--- src/vr_protect_map.svh ---
// register map, field positions, thresholds and timing constants
`ifndef VR_PROTECT_MAP_SVH
`define VR_PROTECT_MAP_SVH
`define REG_CTRL        8'h00
`define REG_VSET0       8'h04
`define REG_VSET1       8'h08
`define REG_SLOPE       8'h0C
`define REG_STATUS      8'h10
`define REG_REF         8'h14
`define CTRL_PS_LSB     0
`define CTRL_OFS_BIT    2
`define CTRL_NPH_LSB    3
`define CTRL_RST_NPH    3'h6
`define SLOPE_RST       16'h00C8
`define OV_MARGIN_MV    13'h00AF
`define OV_DVT_MV       13'h0708
`define OV_DVT_OFS_MV   13'h0960
`define UV_MARGIN_MV    13'h0190
`define UV_ARM_MV       12'h1F4
`define OV_FLOOR_MV     12'h0FA
`define TOC_PS0_MV      12'h9C4
`define TOC_N3_MV       12'h672
`define TOC_N4_MV       12'h4E2
`define TOC_N5_MV       12'h3E8
`define TOC_N6_MV       12'h33E
`define MAX_CUR_MV      12'h4D8
`define PS_PHASE_CAP    3'h2
`define MASK_DELAY_NS   10000
`define CLK_MHZ         200
`define MASK_DELAY_CYC  ((`MASK_DELAY_NS * `CLK_MHZ + 999) / 1000)
`endif

--- src/vr_protect_pkg.sv ---
// types shared by the protection controller and its bench
package vr_protect_pkg;
  typedef logic [11:0] mv_t;
  typedef enum logic [1:0] {ST_OFF = 2'b00, ST_RUN = 2'b01, ST_FAULT = 2'b11} ctl_state_e;
  typedef enum logic [1:0] {FK_NONE = 2'b00, FK_OV = 2'b01, FK_UV = 2'b10, FK_OC = 2'b11} fault_kind_e;
  typedef enum logic [1:0] {SM_HIZ = 2'b00, SM_NORM = 2'b01, SM_SINK = 2'b11} sec_mode_e;
  typedef struct packed {
    mv_t multi_phase_voltage_sense;
    mv_t single_phase_voltage_sense;
    mv_t current_limit_input;
    mv_t current_monitor;
  } sense_s;
  typedef struct packed {
    logic        psel;
    logic        penable;
    logic        pwrite;
    logic [7:0]  paddr;
    logic [31:0] pwdata;
  } apb_req_s;
endpackage
--- src/vr_protect_fsm.sv ---
// fault protection controller for a dual-section regulator
`timescale 1ns/10ps
`default_nettype none
`include "vr_protect_map.svh"

// Functional notes
// - overvoltage at sense above reference plus 175mV
// - overvoltage latches, sinks faulting section, clears ready
// - undervoltage 400mV below reference, armed above 500mV
// - undervoltage latches, all outputs high impedance
// - soft-start protected; transitions mask UV/OC plus delay
// - transition overvoltage threshold 1.8V, 2.4V with offset
// - overvoltage ramps faulting reference down to 250mV
// - faulting section alternates low/high impedance, driver on
// - other section high impedance, driver enable low
// - overvoltage drives oscillator fault pin high
// - latch cleared only by enable or power cycle
// - overvoltage sequence ends with all outputs high impedance
// - phase over current limit forces low side on
// - total overcurrent latches, everything high impedance
// - current monitor 1.24V flags maximum current
// - monitor only reports; limit input only protects
// - power state above 00h caps phases at two
// - total overcurrent level scales with state and phases
// - voltage command ramps reference at slope, retargetable
module vr_protect_fsm
  import vr_protect_pkg::*;
#(
  parameter int NPH      = 6,
  parameter int MASK_CYC = `MASK_DELAY_CYC
) (
  input  wire logic             mclk_in,
  input  wire logic             rst_in,
  input  wire apb_req_s         apb_in,
  output logic [31:0]           prdata_out,
  output logic                  pready_out,
  output logic                  pslverr_out,
  input  wire logic             enable_in,
  input  wire sense_s           sense_in,
  input  wire logic [NPH:0]     phase_info_current_in,
  input  wire logic [NPH-1:0]   pwm_req_in,
  input  wire logic             single_pwm_req_in,
  output logic [NPH-1:0]        phase_pwm_out,
  output logic [NPH-1:0]        phase_pwm_oe_n_out,
  output logic                  single_pwm_out,
  output logic                  single_pwm_oe_n_out,
  output logic [1:0]            driver_enable_out,
  output logic [1:0]            section_ready_out,
  output logic                  osc_fault_pin_out,
  output logic                  max_current_detect_out,
  output logic [2:0]            active_phases_out
);

  typedef struct packed {
    ctl_state_e       st;
    sense_s           sen1;
    sense_s           sen2;
    logic [NPH:0]     oc1;
    logic [NPH:0]     oc2;
    logic             en1;
    logic             en2;
    logic [1:0]       ps;
    logic             ofs;
    logic [2:0]       ncfg;
    logic [15:0]      slope;
    logic [15:0]      tick_cnt;
    mv_t [1:0]        vset;
    mv_t [1:0]        tgt;
    mv_t [1:0]        ref_mv;
    logic [1:0]       dvt;
    logic [1:0][11:0] mask_cnt;
    fault_kind_e      fk;
    logic             fsec;
    logic [1:0]       ready;
    logic [NPH-1:0]   pwm;
    logic [NPH-1:0]   pwm_oe_n;
    logic             spwm;
    logic             spwm_oe_n;
    logic [1:0]       drv_en;
    logic             fault_pin;
    logic             max_cur;
    logic [2:0]       act;
    logic [31:0]      prdata;
    logic             pslverr;
  } state_s;

  state_s s_r;
  state_s s_nxt;

  mv_t [1:0]       sen;
  logic [1:0]      masked;
  logic [1:0]      ov;
  logic [1:0]      uv;
  logic            toc;
  mv_t             toc_lvl;
  logic [12:0]     ovth;
  sec_mode_e [1:0] mode;
  logic            tick;
  logic            wr;
  logic            setup;
  logic [2:0]      act;

  assign sen[0] = s_r.sen2.multi_phase_voltage_sense;
  assign sen[1] = s_r.sen2.single_phase_voltage_sense;
  assign setup  = apb_in.psel & ~apb_in.penable;
  assign wr     = apb_in.psel & apb_in.penable & apb_in.pwrite;
  assign tick   = (s_r.tick_cnt == 16'h0000);

  // OC level and phase cap follow the commanded power state
  always_comb begin
    act = s_r.ncfg;
    if (s_r.ps != 2'h0 && s_r.ncfg > `PS_PHASE_CAP) begin
      act = `PS_PHASE_CAP;
    end
    toc_lvl = `TOC_PS0_MV;
    if (s_r.ps != 2'h0) begin
      unique case (s_r.ncfg)
        3'h3:    toc_lvl = `TOC_N3_MV;
        3'h4:    toc_lvl = `TOC_N4_MV;
        3'h5:    toc_lvl = `TOC_N5_MV;
        3'h6:    toc_lvl = `TOC_N6_MV;
        default: toc_lvl = `TOC_PS0_MV;
      endcase
    end
  end

  always_comb begin
    s_nxt = s_r;
    ov    = 2'b00;
    uv    = 2'b00;
    ovth  = 13'h0000;
    // inputs from the analog side cross two flops before use
    s_nxt.sen1 = sense_in;
    s_nxt.sen2 = s_r.sen1;
    s_nxt.oc1  = phase_info_current_in;
    s_nxt.oc2  = s_r.oc1;
    s_nxt.en1  = enable_in;
    s_nxt.en2  = s_r.en1;
    s_nxt.tick_cnt = tick ? ((s_r.slope == 16'h0000) ? 16'h0000 : s_r.slope - 16'h0001)
                          : s_r.tick_cnt - 16'h0001;

    for (int k = 0; k < 2; k++) begin
      masked[k] = s_r.dvt[k] | (s_r.mask_cnt[k] != 12'h000);
      // soft-start ramp leaves dvt clear so protection stays live there
      if (s_r.dvt[k]) begin
        ovth = s_r.ofs ? `OV_DVT_OFS_MV : `OV_DVT_MV;
      end else begin
        ovth = {1'b0, s_r.ref_mv[k]} + `OV_MARGIN_MV;
      end
      ov[k] = ({1'b0, sen[k]} > ovth);
      uv[k] = !masked[k] && (s_r.ref_mv[k] > `UV_ARM_MV) &&
              (({1'b0, sen[k]} + `UV_MARGIN_MV) < {1'b0, s_r.ref_mv[k]});
      // reference walks one millivolt per slope tick
      if (s_r.st != ST_OFF && tick) begin
        if (s_r.ref_mv[k] < s_r.tgt[k]) begin
          s_nxt.ref_mv[k] = s_r.ref_mv[k] + 12'h001;
        end else if (s_r.ref_mv[k] > s_r.tgt[k]) begin
          s_nxt.ref_mv[k] = s_r.ref_mv[k] - 12'h001;
        end
      end
      if (s_r.mask_cnt[k] != 12'h000) begin
        s_nxt.mask_cnt[k] = s_r.mask_cnt[k] - 12'h001;
      end
      if (s_r.dvt[k] && s_r.ref_mv[k] == s_r.tgt[k]) begin
        s_nxt.dvt[k]      = 1'b0;
        s_nxt.mask_cnt[k] = 12'(MASK_CYC);
      end
      if (s_r.st == ST_RUN && !s_r.dvt[k] && s_r.ref_mv[k] == s_r.tgt[k] &&
          s_r.tgt[k] != 12'h000) begin
        s_nxt.ready[k] = 1'b1;
      end
    end
    // limit input feeds only protection, monitor only reporting
    toc = !masked[0] && (s_r.sen2.current_limit_input >= toc_lvl);
    s_nxt.max_cur = (s_r.sen2.current_monitor >= `MAX_CUR_MV);
    s_nxt.act  = act;

    // register writes take effect at the access edge
    if (wr) begin
      unique case (apb_in.paddr)
        `REG_CTRL: begin
          s_nxt.ps   = apb_in.pwdata[`CTRL_PS_LSB +: 2];
          s_nxt.ofs  = apb_in.pwdata[`CTRL_OFS_BIT];
          s_nxt.ncfg = apb_in.pwdata[`CTRL_NPH_LSB +: 3];
        end
        `REG_VSET0, `REG_VSET1: begin
          s_nxt.vset[apb_in.paddr[3]] = apb_in.pwdata[11:0];
          if (s_r.st == ST_RUN) begin
            s_nxt.tgt[apb_in.paddr[3]] = apb_in.pwdata[11:0];
            s_nxt.dvt[apb_in.paddr[3]] = 1'b1;
          end
        end
        `REG_SLOPE: s_nxt.slope = apb_in.pwdata[15:0];
        default: ;
      endcase
    end

    unique case (s_r.st)
      ST_OFF: begin
        if (s_r.en2) begin
          s_nxt.st  = ST_RUN;
          s_nxt.tgt = s_r.vset;
        end
      end
      ST_RUN: begin
        // one fault wins per cycle: OV, then UV, then OC; section 0 first
        if (ov != 2'b00) begin
          s_nxt.st   = ST_FAULT;
          s_nxt.fk   = FK_OV;
          s_nxt.fsec = ~ov[0];
        end else if (uv != 2'b00) begin
          s_nxt.st   = ST_FAULT;
          s_nxt.fk   = FK_UV;
          s_nxt.fsec = ~uv[0];
        end else if (toc) begin
          s_nxt.st   = ST_FAULT;
          s_nxt.fk   = FK_OC;
          s_nxt.fsec = 1'b0;
        end
        if (ov != 2'b00 || uv != 2'b00 || toc) begin
          s_nxt.ready[s_nxt.fsec] = 1'b0;
          if (ov != 2'b00) begin
            s_nxt.tgt[s_nxt.fsec] = `OV_FLOOR_MV;
            s_nxt.dvt[s_nxt.fsec] = 1'b1;
          end
        end
      end
      ST_FAULT: begin
        // latched: later faults are ignored, fault record held
        s_nxt.ready[s_r.fsec] = 1'b0;
      end
      default: s_nxt.st = ST_OFF;
    endcase
    // enable low is the only way out of a latched fault
    if (!s_r.en2) begin
      s_nxt.st       = ST_OFF;
      s_nxt.fk       = FK_NONE;
      s_nxt.fsec     = 1'b0;
      s_nxt.ready    = 2'b00;
      s_nxt.dvt      = 2'b00;
      s_nxt.mask_cnt = '0;
      s_nxt.ref_mv   = '0;
      s_nxt.tgt      = '0;
    end

    // section drive modes
    for (int k = 0; k < 2; k++) begin
      mode[k] = SM_HIZ;
      if (s_r.st == ST_RUN) begin
        mode[k] = SM_NORM;
      end else if (s_r.st == ST_FAULT && s_r.fk == FK_OV && s_r.fsec == 1'(k)) begin
        mode[k] = SM_SINK;
      end
      s_nxt.drv_en[k] = (mode[k] != SM_HIZ);
    end
    for (int i = 0; i < NPH; i++) begin
      s_nxt.pwm[i]      = 1'b0;
      s_nxt.pwm_oe_n[i] = 1'b1;
      if (mode[0] == SM_NORM) begin
        if (s_r.oc2[i]) begin
          s_nxt.pwm_oe_n[i] = 1'b0;
        end else if (i < int'(act)) begin
          s_nxt.pwm[i]      = pwm_req_in[i];
          s_nxt.pwm_oe_n[i] = 1'b0;
        end
      end else if (mode[0] == SM_SINK) begin
        // sink only while above reference and floor
        s_nxt.pwm_oe_n[i] = !(sen[0] > s_r.ref_mv[0] && sen[0] >= `OV_FLOOR_MV);
      end
    end
    s_nxt.spwm      = 1'b0;
    s_nxt.spwm_oe_n = 1'b1;
    if (mode[1] == SM_NORM) begin
      s_nxt.spwm      = !s_r.oc2[NPH] && single_pwm_req_in;
      s_nxt.spwm_oe_n = 1'b0;
    end else if (mode[1] == SM_SINK) begin
      s_nxt.spwm_oe_n = !(sen[1] > s_r.ref_mv[1] && sen[1] >= `OV_FLOOR_MV);
    end
    s_nxt.fault_pin = (s_r.st == ST_FAULT) && (s_r.fk == FK_OV);

    // read data and error are loaded in the setup cycle: zero wait states
    if (setup) begin
      s_nxt.pslverr = 1'b0;
      s_nxt.prdata  = 32'h0000_0000;
      unique case (apb_in.paddr)
        `REG_CTRL:   s_nxt.prdata = {26'h0, s_r.ncfg, s_r.ofs, s_r.ps};
        `REG_VSET0:  s_nxt.prdata = {20'h0, s_r.vset[0]};
        `REG_VSET1:  s_nxt.prdata = {20'h0, s_r.vset[1]};
        `REG_SLOPE:  s_nxt.prdata = {16'h0, s_r.slope};
        `REG_STATUS: s_nxt.prdata = {19'h0, s_r.ready, s_r.act, s_r.max_cur, s_r.dvt,
                                     s_r.fsec, s_r.fk, s_r.st};
        `REG_REF:    s_nxt.prdata = {4'h0, s_r.ref_mv[1], 4'h0, s_r.ref_mv[0]};
        default:     s_nxt.pslverr = 1'b1;
      endcase
    end
  end

  always_ff @(posedge mclk_in or posedge rst_in) begin
    if (rst_in) begin
      s_r          <= '0;
      s_r.st       <= ST_OFF;
      s_r.fk       <= FK_NONE;
      s_r.ncfg     <= `CTRL_RST_NPH;
      s_r.slope    <= `SLOPE_RST;
      s_r.pwm_oe_n <= '1;
      s_r.spwm_oe_n <= 1'b1;
    end else begin
      s_r <= s_nxt;
    end
  end

  assign prdata_out             = s_r.prdata;
  assign pready_out             = 1'b1;
  assign pslverr_out            = s_r.pslverr & apb_in.psel & apb_in.penable;
  assign phase_pwm_out          = s_r.pwm;
  assign phase_pwm_oe_n_out     = s_r.pwm_oe_n;
  assign single_pwm_out         = s_r.spwm;
  assign single_pwm_oe_n_out    = s_r.spwm_oe_n;
  assign driver_enable_out      = s_r.drv_en;
  assign section_ready_out      = s_r.ready;
  assign osc_fault_pin_out      = s_r.fault_pin;
  assign max_current_detect_out = s_r.max_cur;
  assign active_phases_out      = s_r.act;

  a_fault_rec_held:
  assert property (@(posedge mclk_in) disable iff (rst_in)
    (s_r.st == ST_FAULT && s_r.en2) |=> (s_r.fk == $past(s_r.fk) && s_r.fsec == $past(s_r.fsec)))
    else $error("fault record changed while latched");
  a_ov_pin_high:
  assert property (@(posedge mclk_in) disable iff (rst_in)
    (s_r.st == ST_FAULT && s_r.fk == FK_OV) |=> osc_fault_pin_out)
    else $error("fault pin low during overvoltage latch");
  a_ov_other_hiz:
  assert property (@(posedge mclk_in) disable iff (rst_in)
    (s_r.st == ST_FAULT && s_r.fk == FK_OV && !s_r.fsec) ##1 (s_r.st == ST_FAULT)
      |-> (single_pwm_oe_n_out && !driver_enable_out[1] && driver_enable_out[0]))
    else $error("non-faulting section not parked");
  a_ov_floor_tgt:
  assert property (@(posedge mclk_in) disable iff (rst_in)
    (s_r.st == ST_FAULT && s_r.fk == FK_OV) |-> s_r.tgt[s_r.fsec] == `OV_FLOOR_MV)
    else $error("overvoltage target not at floor");
  a_uv_all_hiz:
  assert property (@(posedge mclk_in) disable iff (rst_in)
    (s_r.st == ST_FAULT && s_r.fk != FK_OV) [*2] |-> (&phase_pwm_oe_n_out && single_pwm_oe_n_out
      && driver_enable_out == 2'b00))
    else $error("outputs driven after non-OV latch");
  a_ready_other_kept:
  assert property (@(posedge mclk_in) disable iff (rst_in)
    ($rose(s_r.st == ST_FAULT) && $past(s_r.ready[1]) && !s_r.fsec && s_r.en2)
      |-> (s_r.ready[1] && !s_r.ready[0]))
    else $error("wrong ready output cleared");
  a_ps_phase_cap:
  assert property (@(posedge mclk_in) disable iff (rst_in)
    (s_r.ps != 2'h0 && $stable(s_r.ps) && $stable(s_r.ncfg)) |=> active_phases_out <= `PS_PHASE_CAP)
    else $error("phase count not capped");
  a_max_current_detect_detect:
  assert property (@(posedge mclk_in) disable iff (rst_in)
    (s_r.sen2.current_monitor >= `MAX_CUR_MV) |=> max_current_detect_out)
    else $error("maximum current not flagged");
  a_ov_sink_low:
  assert property (@(posedge mclk_in) disable iff (rst_in)
    (s_r.st == ST_FAULT && s_r.fk == FK_OV) [*2] |-> (&(phase_pwm_oe_n_out | ~phase_pwm_out)
      && (single_pwm_oe_n_out || !single_pwm_out)))
    else $error("pwm driven high during overvoltage");
  a_mask_delay:
  assert property (@(posedge mclk_in) disable iff (rst_in)
    ($fell(s_r.dvt[0]) && s_r.en2 && s_r.st == ST_RUN) |-> s_r.mask_cnt[0] == 12'(MASK_CYC))
    else $error("mask delay not armed");

endmodule
`default_nettype wire

--- config.mk ---
export PLATFORM = sky130hd
export DESIGN_NAME = vr_protect_fsm
export DESIGN_NICKNAME = d
export VERILOG_FILES = /design/src/vr_protect_pkg.sv /design/src/vr_protect_fsm.sv
export VERILOG_INCLUDE_DIRS = /design/src
export SDC_FILE = /design/constraint.sdc
export NUM_CORES = 1
export LEC_CHECK = 0
export BUFFER_PORTS_ARGS = -buffer_cell sky130_fd_sc_hd__buf_2
export CORE_MARGIN = 10
export CORE_UTILIZATION = 60
export DETAILED_ROUTE_END_ITERATION = 10
export GPL_TIMING_DRIVEN = 0
export HOLD_SLACK_MARGIN = 0.08
export PLACE_DENSITY_LB_ADDON = 0.08
export SYNTH_ARGS = -nofsm -noshare
export SYNTH_HDL_FRONTEND = slang
export SYNTH_SLANG_ARGS = --single-unit
--- constraint.sdc ---
create_clock -name mclk_in -period 15.7 [get_ports mclk_in]
set_input_delay 1.57 -clock mclk_in [delete_from_list [all_inputs] [get_ports mclk_in]]
set_output_delay 1.57 -clock mclk_in [all_outputs]
set_load 0.02 [all_outputs]
==> flow_summary_export.csv <==
group,metric,value,unit
setup_path,crit_required,16.16,ns
synthesis,synth_area_leader_cell,"dfrtp_1",
synthesis,ys_seq_area_share,45.1,%
placed_design,placed_cells,2155,
synthesis,synth_top_area_share,43.2,%
synthesis,synthTopCellsByArea,"dfrtp_1 (43%), ha_1 (9.6%), nand2_1 (4.2%)",
setup_path,crit_arrival,5.08,ns
sta,setup_ws,11.08,ns
clocking,cts-resized-gates,0,
power,p_int,1.55,mW
drt,avgViaCountPerCell,5.90,
synthesis,syn_area_per_cell,10.1,um^2
sta,grt_setup_unrepaired,"no",
status,outcome,"completed",
layout,fin_util,70.0,%
drt,wl_met2,19300,um
layout,layout.nets,2054,
grt,antenna_found_initial,0,
power,power_density,118,nW/um^2
synthesis,synth.most_common_cell,"dfrtp_1",
flow_run,maxCapViolCount,0,
power,peakVddDrop,0.105,mV
drt,vias,13100,
sta,period_minus_slack,4.62,ns
power,p_leak,9.00,nW
drt,routed-wl-met3,3790,um
drt,met1_length,19100,um
clocking,clock-sinks,299,
layout,final_cells,2213,
clocking,cts.reportedPaths.clkPinSlew,0.06,ns
sta,final_hold_viol_count,0,
floorplanning,ios,165,
power,seqPwrFrac,40.8,%
sta,finalSetupViolations,0,
placed_design,numPortBuffers,137,
setup_path,r2r_slack,11.08,ns
power,fin_total_pwr,2.24,mW
floorplanning,core_area,27100,um^2
floorplanning,dieWidth,186,um
drt,wl,43500,um
drt,drt_pre_antenna_iters,6,
synthesis,synth_edf_count,0,
clocking,cts_tree,"done",
synthesis,synth_seq_cells,299,
clocking,hold_buffers,0,
floorplanning,die-area,34800,um^2
power,clock_power_share,35.5,%
sta,hold_ws,0.347,ns
layout,antenna-diode-count,0,
drt,drtIter0Drc,1277,
sta,worstMarginPinSlew,1.21,ns
drt,top_layer,"met4",
clocking,postCtsSetupBuffers,0,
clocking,cts_max_path_buffers,3,
sta,fin_skew,0.0283,ns
placed_design,dpl.hpwl,32500,um
setup_path,critPathCaptureType,"flip-flop",
layout,syn_to_final_growth,14.1,%
synthesis,synth_flop_cell,"dfrtp_1",
clocking,cts_buffers,31,
placed_design,place_ws,11.13,ns
clocking,clk-insertion-delay-late,0.59,ns
placed_design,gp_congestion,0.925,
grt,grt_pass1_vias,13200,
power,switching_share,30.9,%
layout,layout-drive-gt1-share,18.9,%
synthesis,synth_area,16600,um^2
clocking,cts_root_buf,"clkbuf_16",
drt,drcViolationCount,0,
sta,tns,0,ns
sta,period_share,29.4,%
setup_path,cp_max_fo,7,
clocking,htree_levels,1,
setup_path,worst_setup_path_start_kind,"flip-flop",
grt,grt_usage,24.5,%
power,comb_power_share,23.7,%
grt,overflow,0,
setup_path,crit_type,"flip-flop to flip-flop",
layout,final_area,19000,um^2
sta,finalMaxSlewViolations,0,
floorplanning,start_util,61.3,%
synthesis,yosysUniqueCellTypes,88,
synthesis,yosysWarnings,0,
sta,max_freq,0.216,GHz
min_path,min_path_type,"flip-flop to flip-flop",
synthesis,synth_common_cells,"dfrtp_1 (287), nand2_1 (184), ha_1 (128)",
drt,drtAntennaViolNets,0,
power,p_switching,0.691,mW
floorplanning,num_rows,60,
drt,wl_per_cell,19.6,um
sta,slew_headroom,19.0,%
grt,grt_max_degree,129,
placed_design,dpl-instance-area,17800,um^2
synthesis,synth_cells,1641,
grt,grt_pass1_wl,70400,um
floorplanning,die_h,186,um
synthesis,synthArstFlopShare,100,%
power by group through the flow:
stage	Sequential [mW]	Combinational (mW)	Clock, mW
global route	0.923	0.596	0.843
floorplan	0.907	0.405	0
global placement	0.923	0.500	0
CTS	0.912	0.528	0.807
finish	0.913	0.529	0.795
detailed placement	0.925	0.521	0
worst paths after layout:
path,end,from,cells after the start
worst max-delay path,s_r[132]$_DFF_PP0_,s_r[85]$_DFFE_PP0P_,17
worst min-delay path,s_r[242]$_DFF_PP0_,s_nxt[242]$_DFF_PP0_,0
worst max register to register,s_r[132]$_DFF_PP0_,s_r[85]$_DFFE_PP0P_,17
worst min register to register,s_r[242]$_DFF_PP0_,s_nxt[242]$_DFF_PP0_,0
max in group asynchronous,s_r[155]$_DFFE_PP0P_,rst_in,3
min in group asynchronous,s_r[203]$_DFF_PP0_,rst_in,2
placed cells by master (no fill, tap or decap), drive strengths merged, types with 8 or more instances in the layout:
master and n:
dfrtp 287, buf 210, nand2 184, ha 128
nor2 91, o21ai 85, inv 84, a21oi 78
clkbuf 77, xnor2 56, nand3 48, nor3 39
xor2 34, mux2 34, a21o 27, mux2i 26
nand2b 22, nor4 21, a211oi 19, nand4 19
o22ai 16, nor2b 16, o21a 15, a31oi 14
dfstp 12, a22o 11, and3 10, o31ai 10
or2 9, nor3b 9, a211o 8, or3 8
clkinv 8
registers in the layout, indices dropped and copies added (netlist names):
signal and cells:
section_ready_out 2, single_pwm_out 1, single_pwm_oe_n_out 1, s_nxt 53, osc_fault_pin_out 1, phase_pwm_out 6, driver_enable_out 2, prdata_out 28
max_current_detect_out 1, active_phases_out 3, s_r 195, phase_pwm_oe_n_out 6
cell type report:
cell class	count	area, um^2
clock buffers	41	883
repair buffers	139	741
flip-flops and latches	299	7500
multi-input cells	1156	8180
clock inverters	17	238
inverters	82	315
well taps	372	465
plain buffers	107	648
fillers	2145	8130
cell families (layout without fill, tap and decap cells):
group	after synthesis	after routing	share of synthesized area, %
xor gates and xnor gates	90	90	4.74
muxes	60	60	4.10
other	2	5	0.0452
adders and majority gates	130	130	9.88
AOI/OAI and AO/OA	361	361	14.7
DFF	299	299	45.1
and+or+nand+nor	510	510	15.7
buffers and inverters	189	386	5.75
layer usage:
layer	track usage, %	vias to the layer above
li1	-	6160
met1	33.2	6270
met2	37.6	530
met3	6.05	100
met4	8.26	0
met5	0	-
worst max-delay path, stage by stage (launching register included):
cell and delay [ns]:
dfrtp_1 0.52, inv_1 0.25, ha_1 0.22, or3b_2 0.50, a21oi_1 0.24, nor2_1 0.06
nor2_1 0.16, nor3_1 0.08, xnor2_1 0.13, o21ai_0 0.10, ha_1 0.32, and4_1 0.20
nand3_1 0.10, o32ai_1 0.36, a311o_1 0.34, nand2_1 0.22, a311o_1 0.40, a32o_1 0.28
Power figures use the tool's default switching activity.
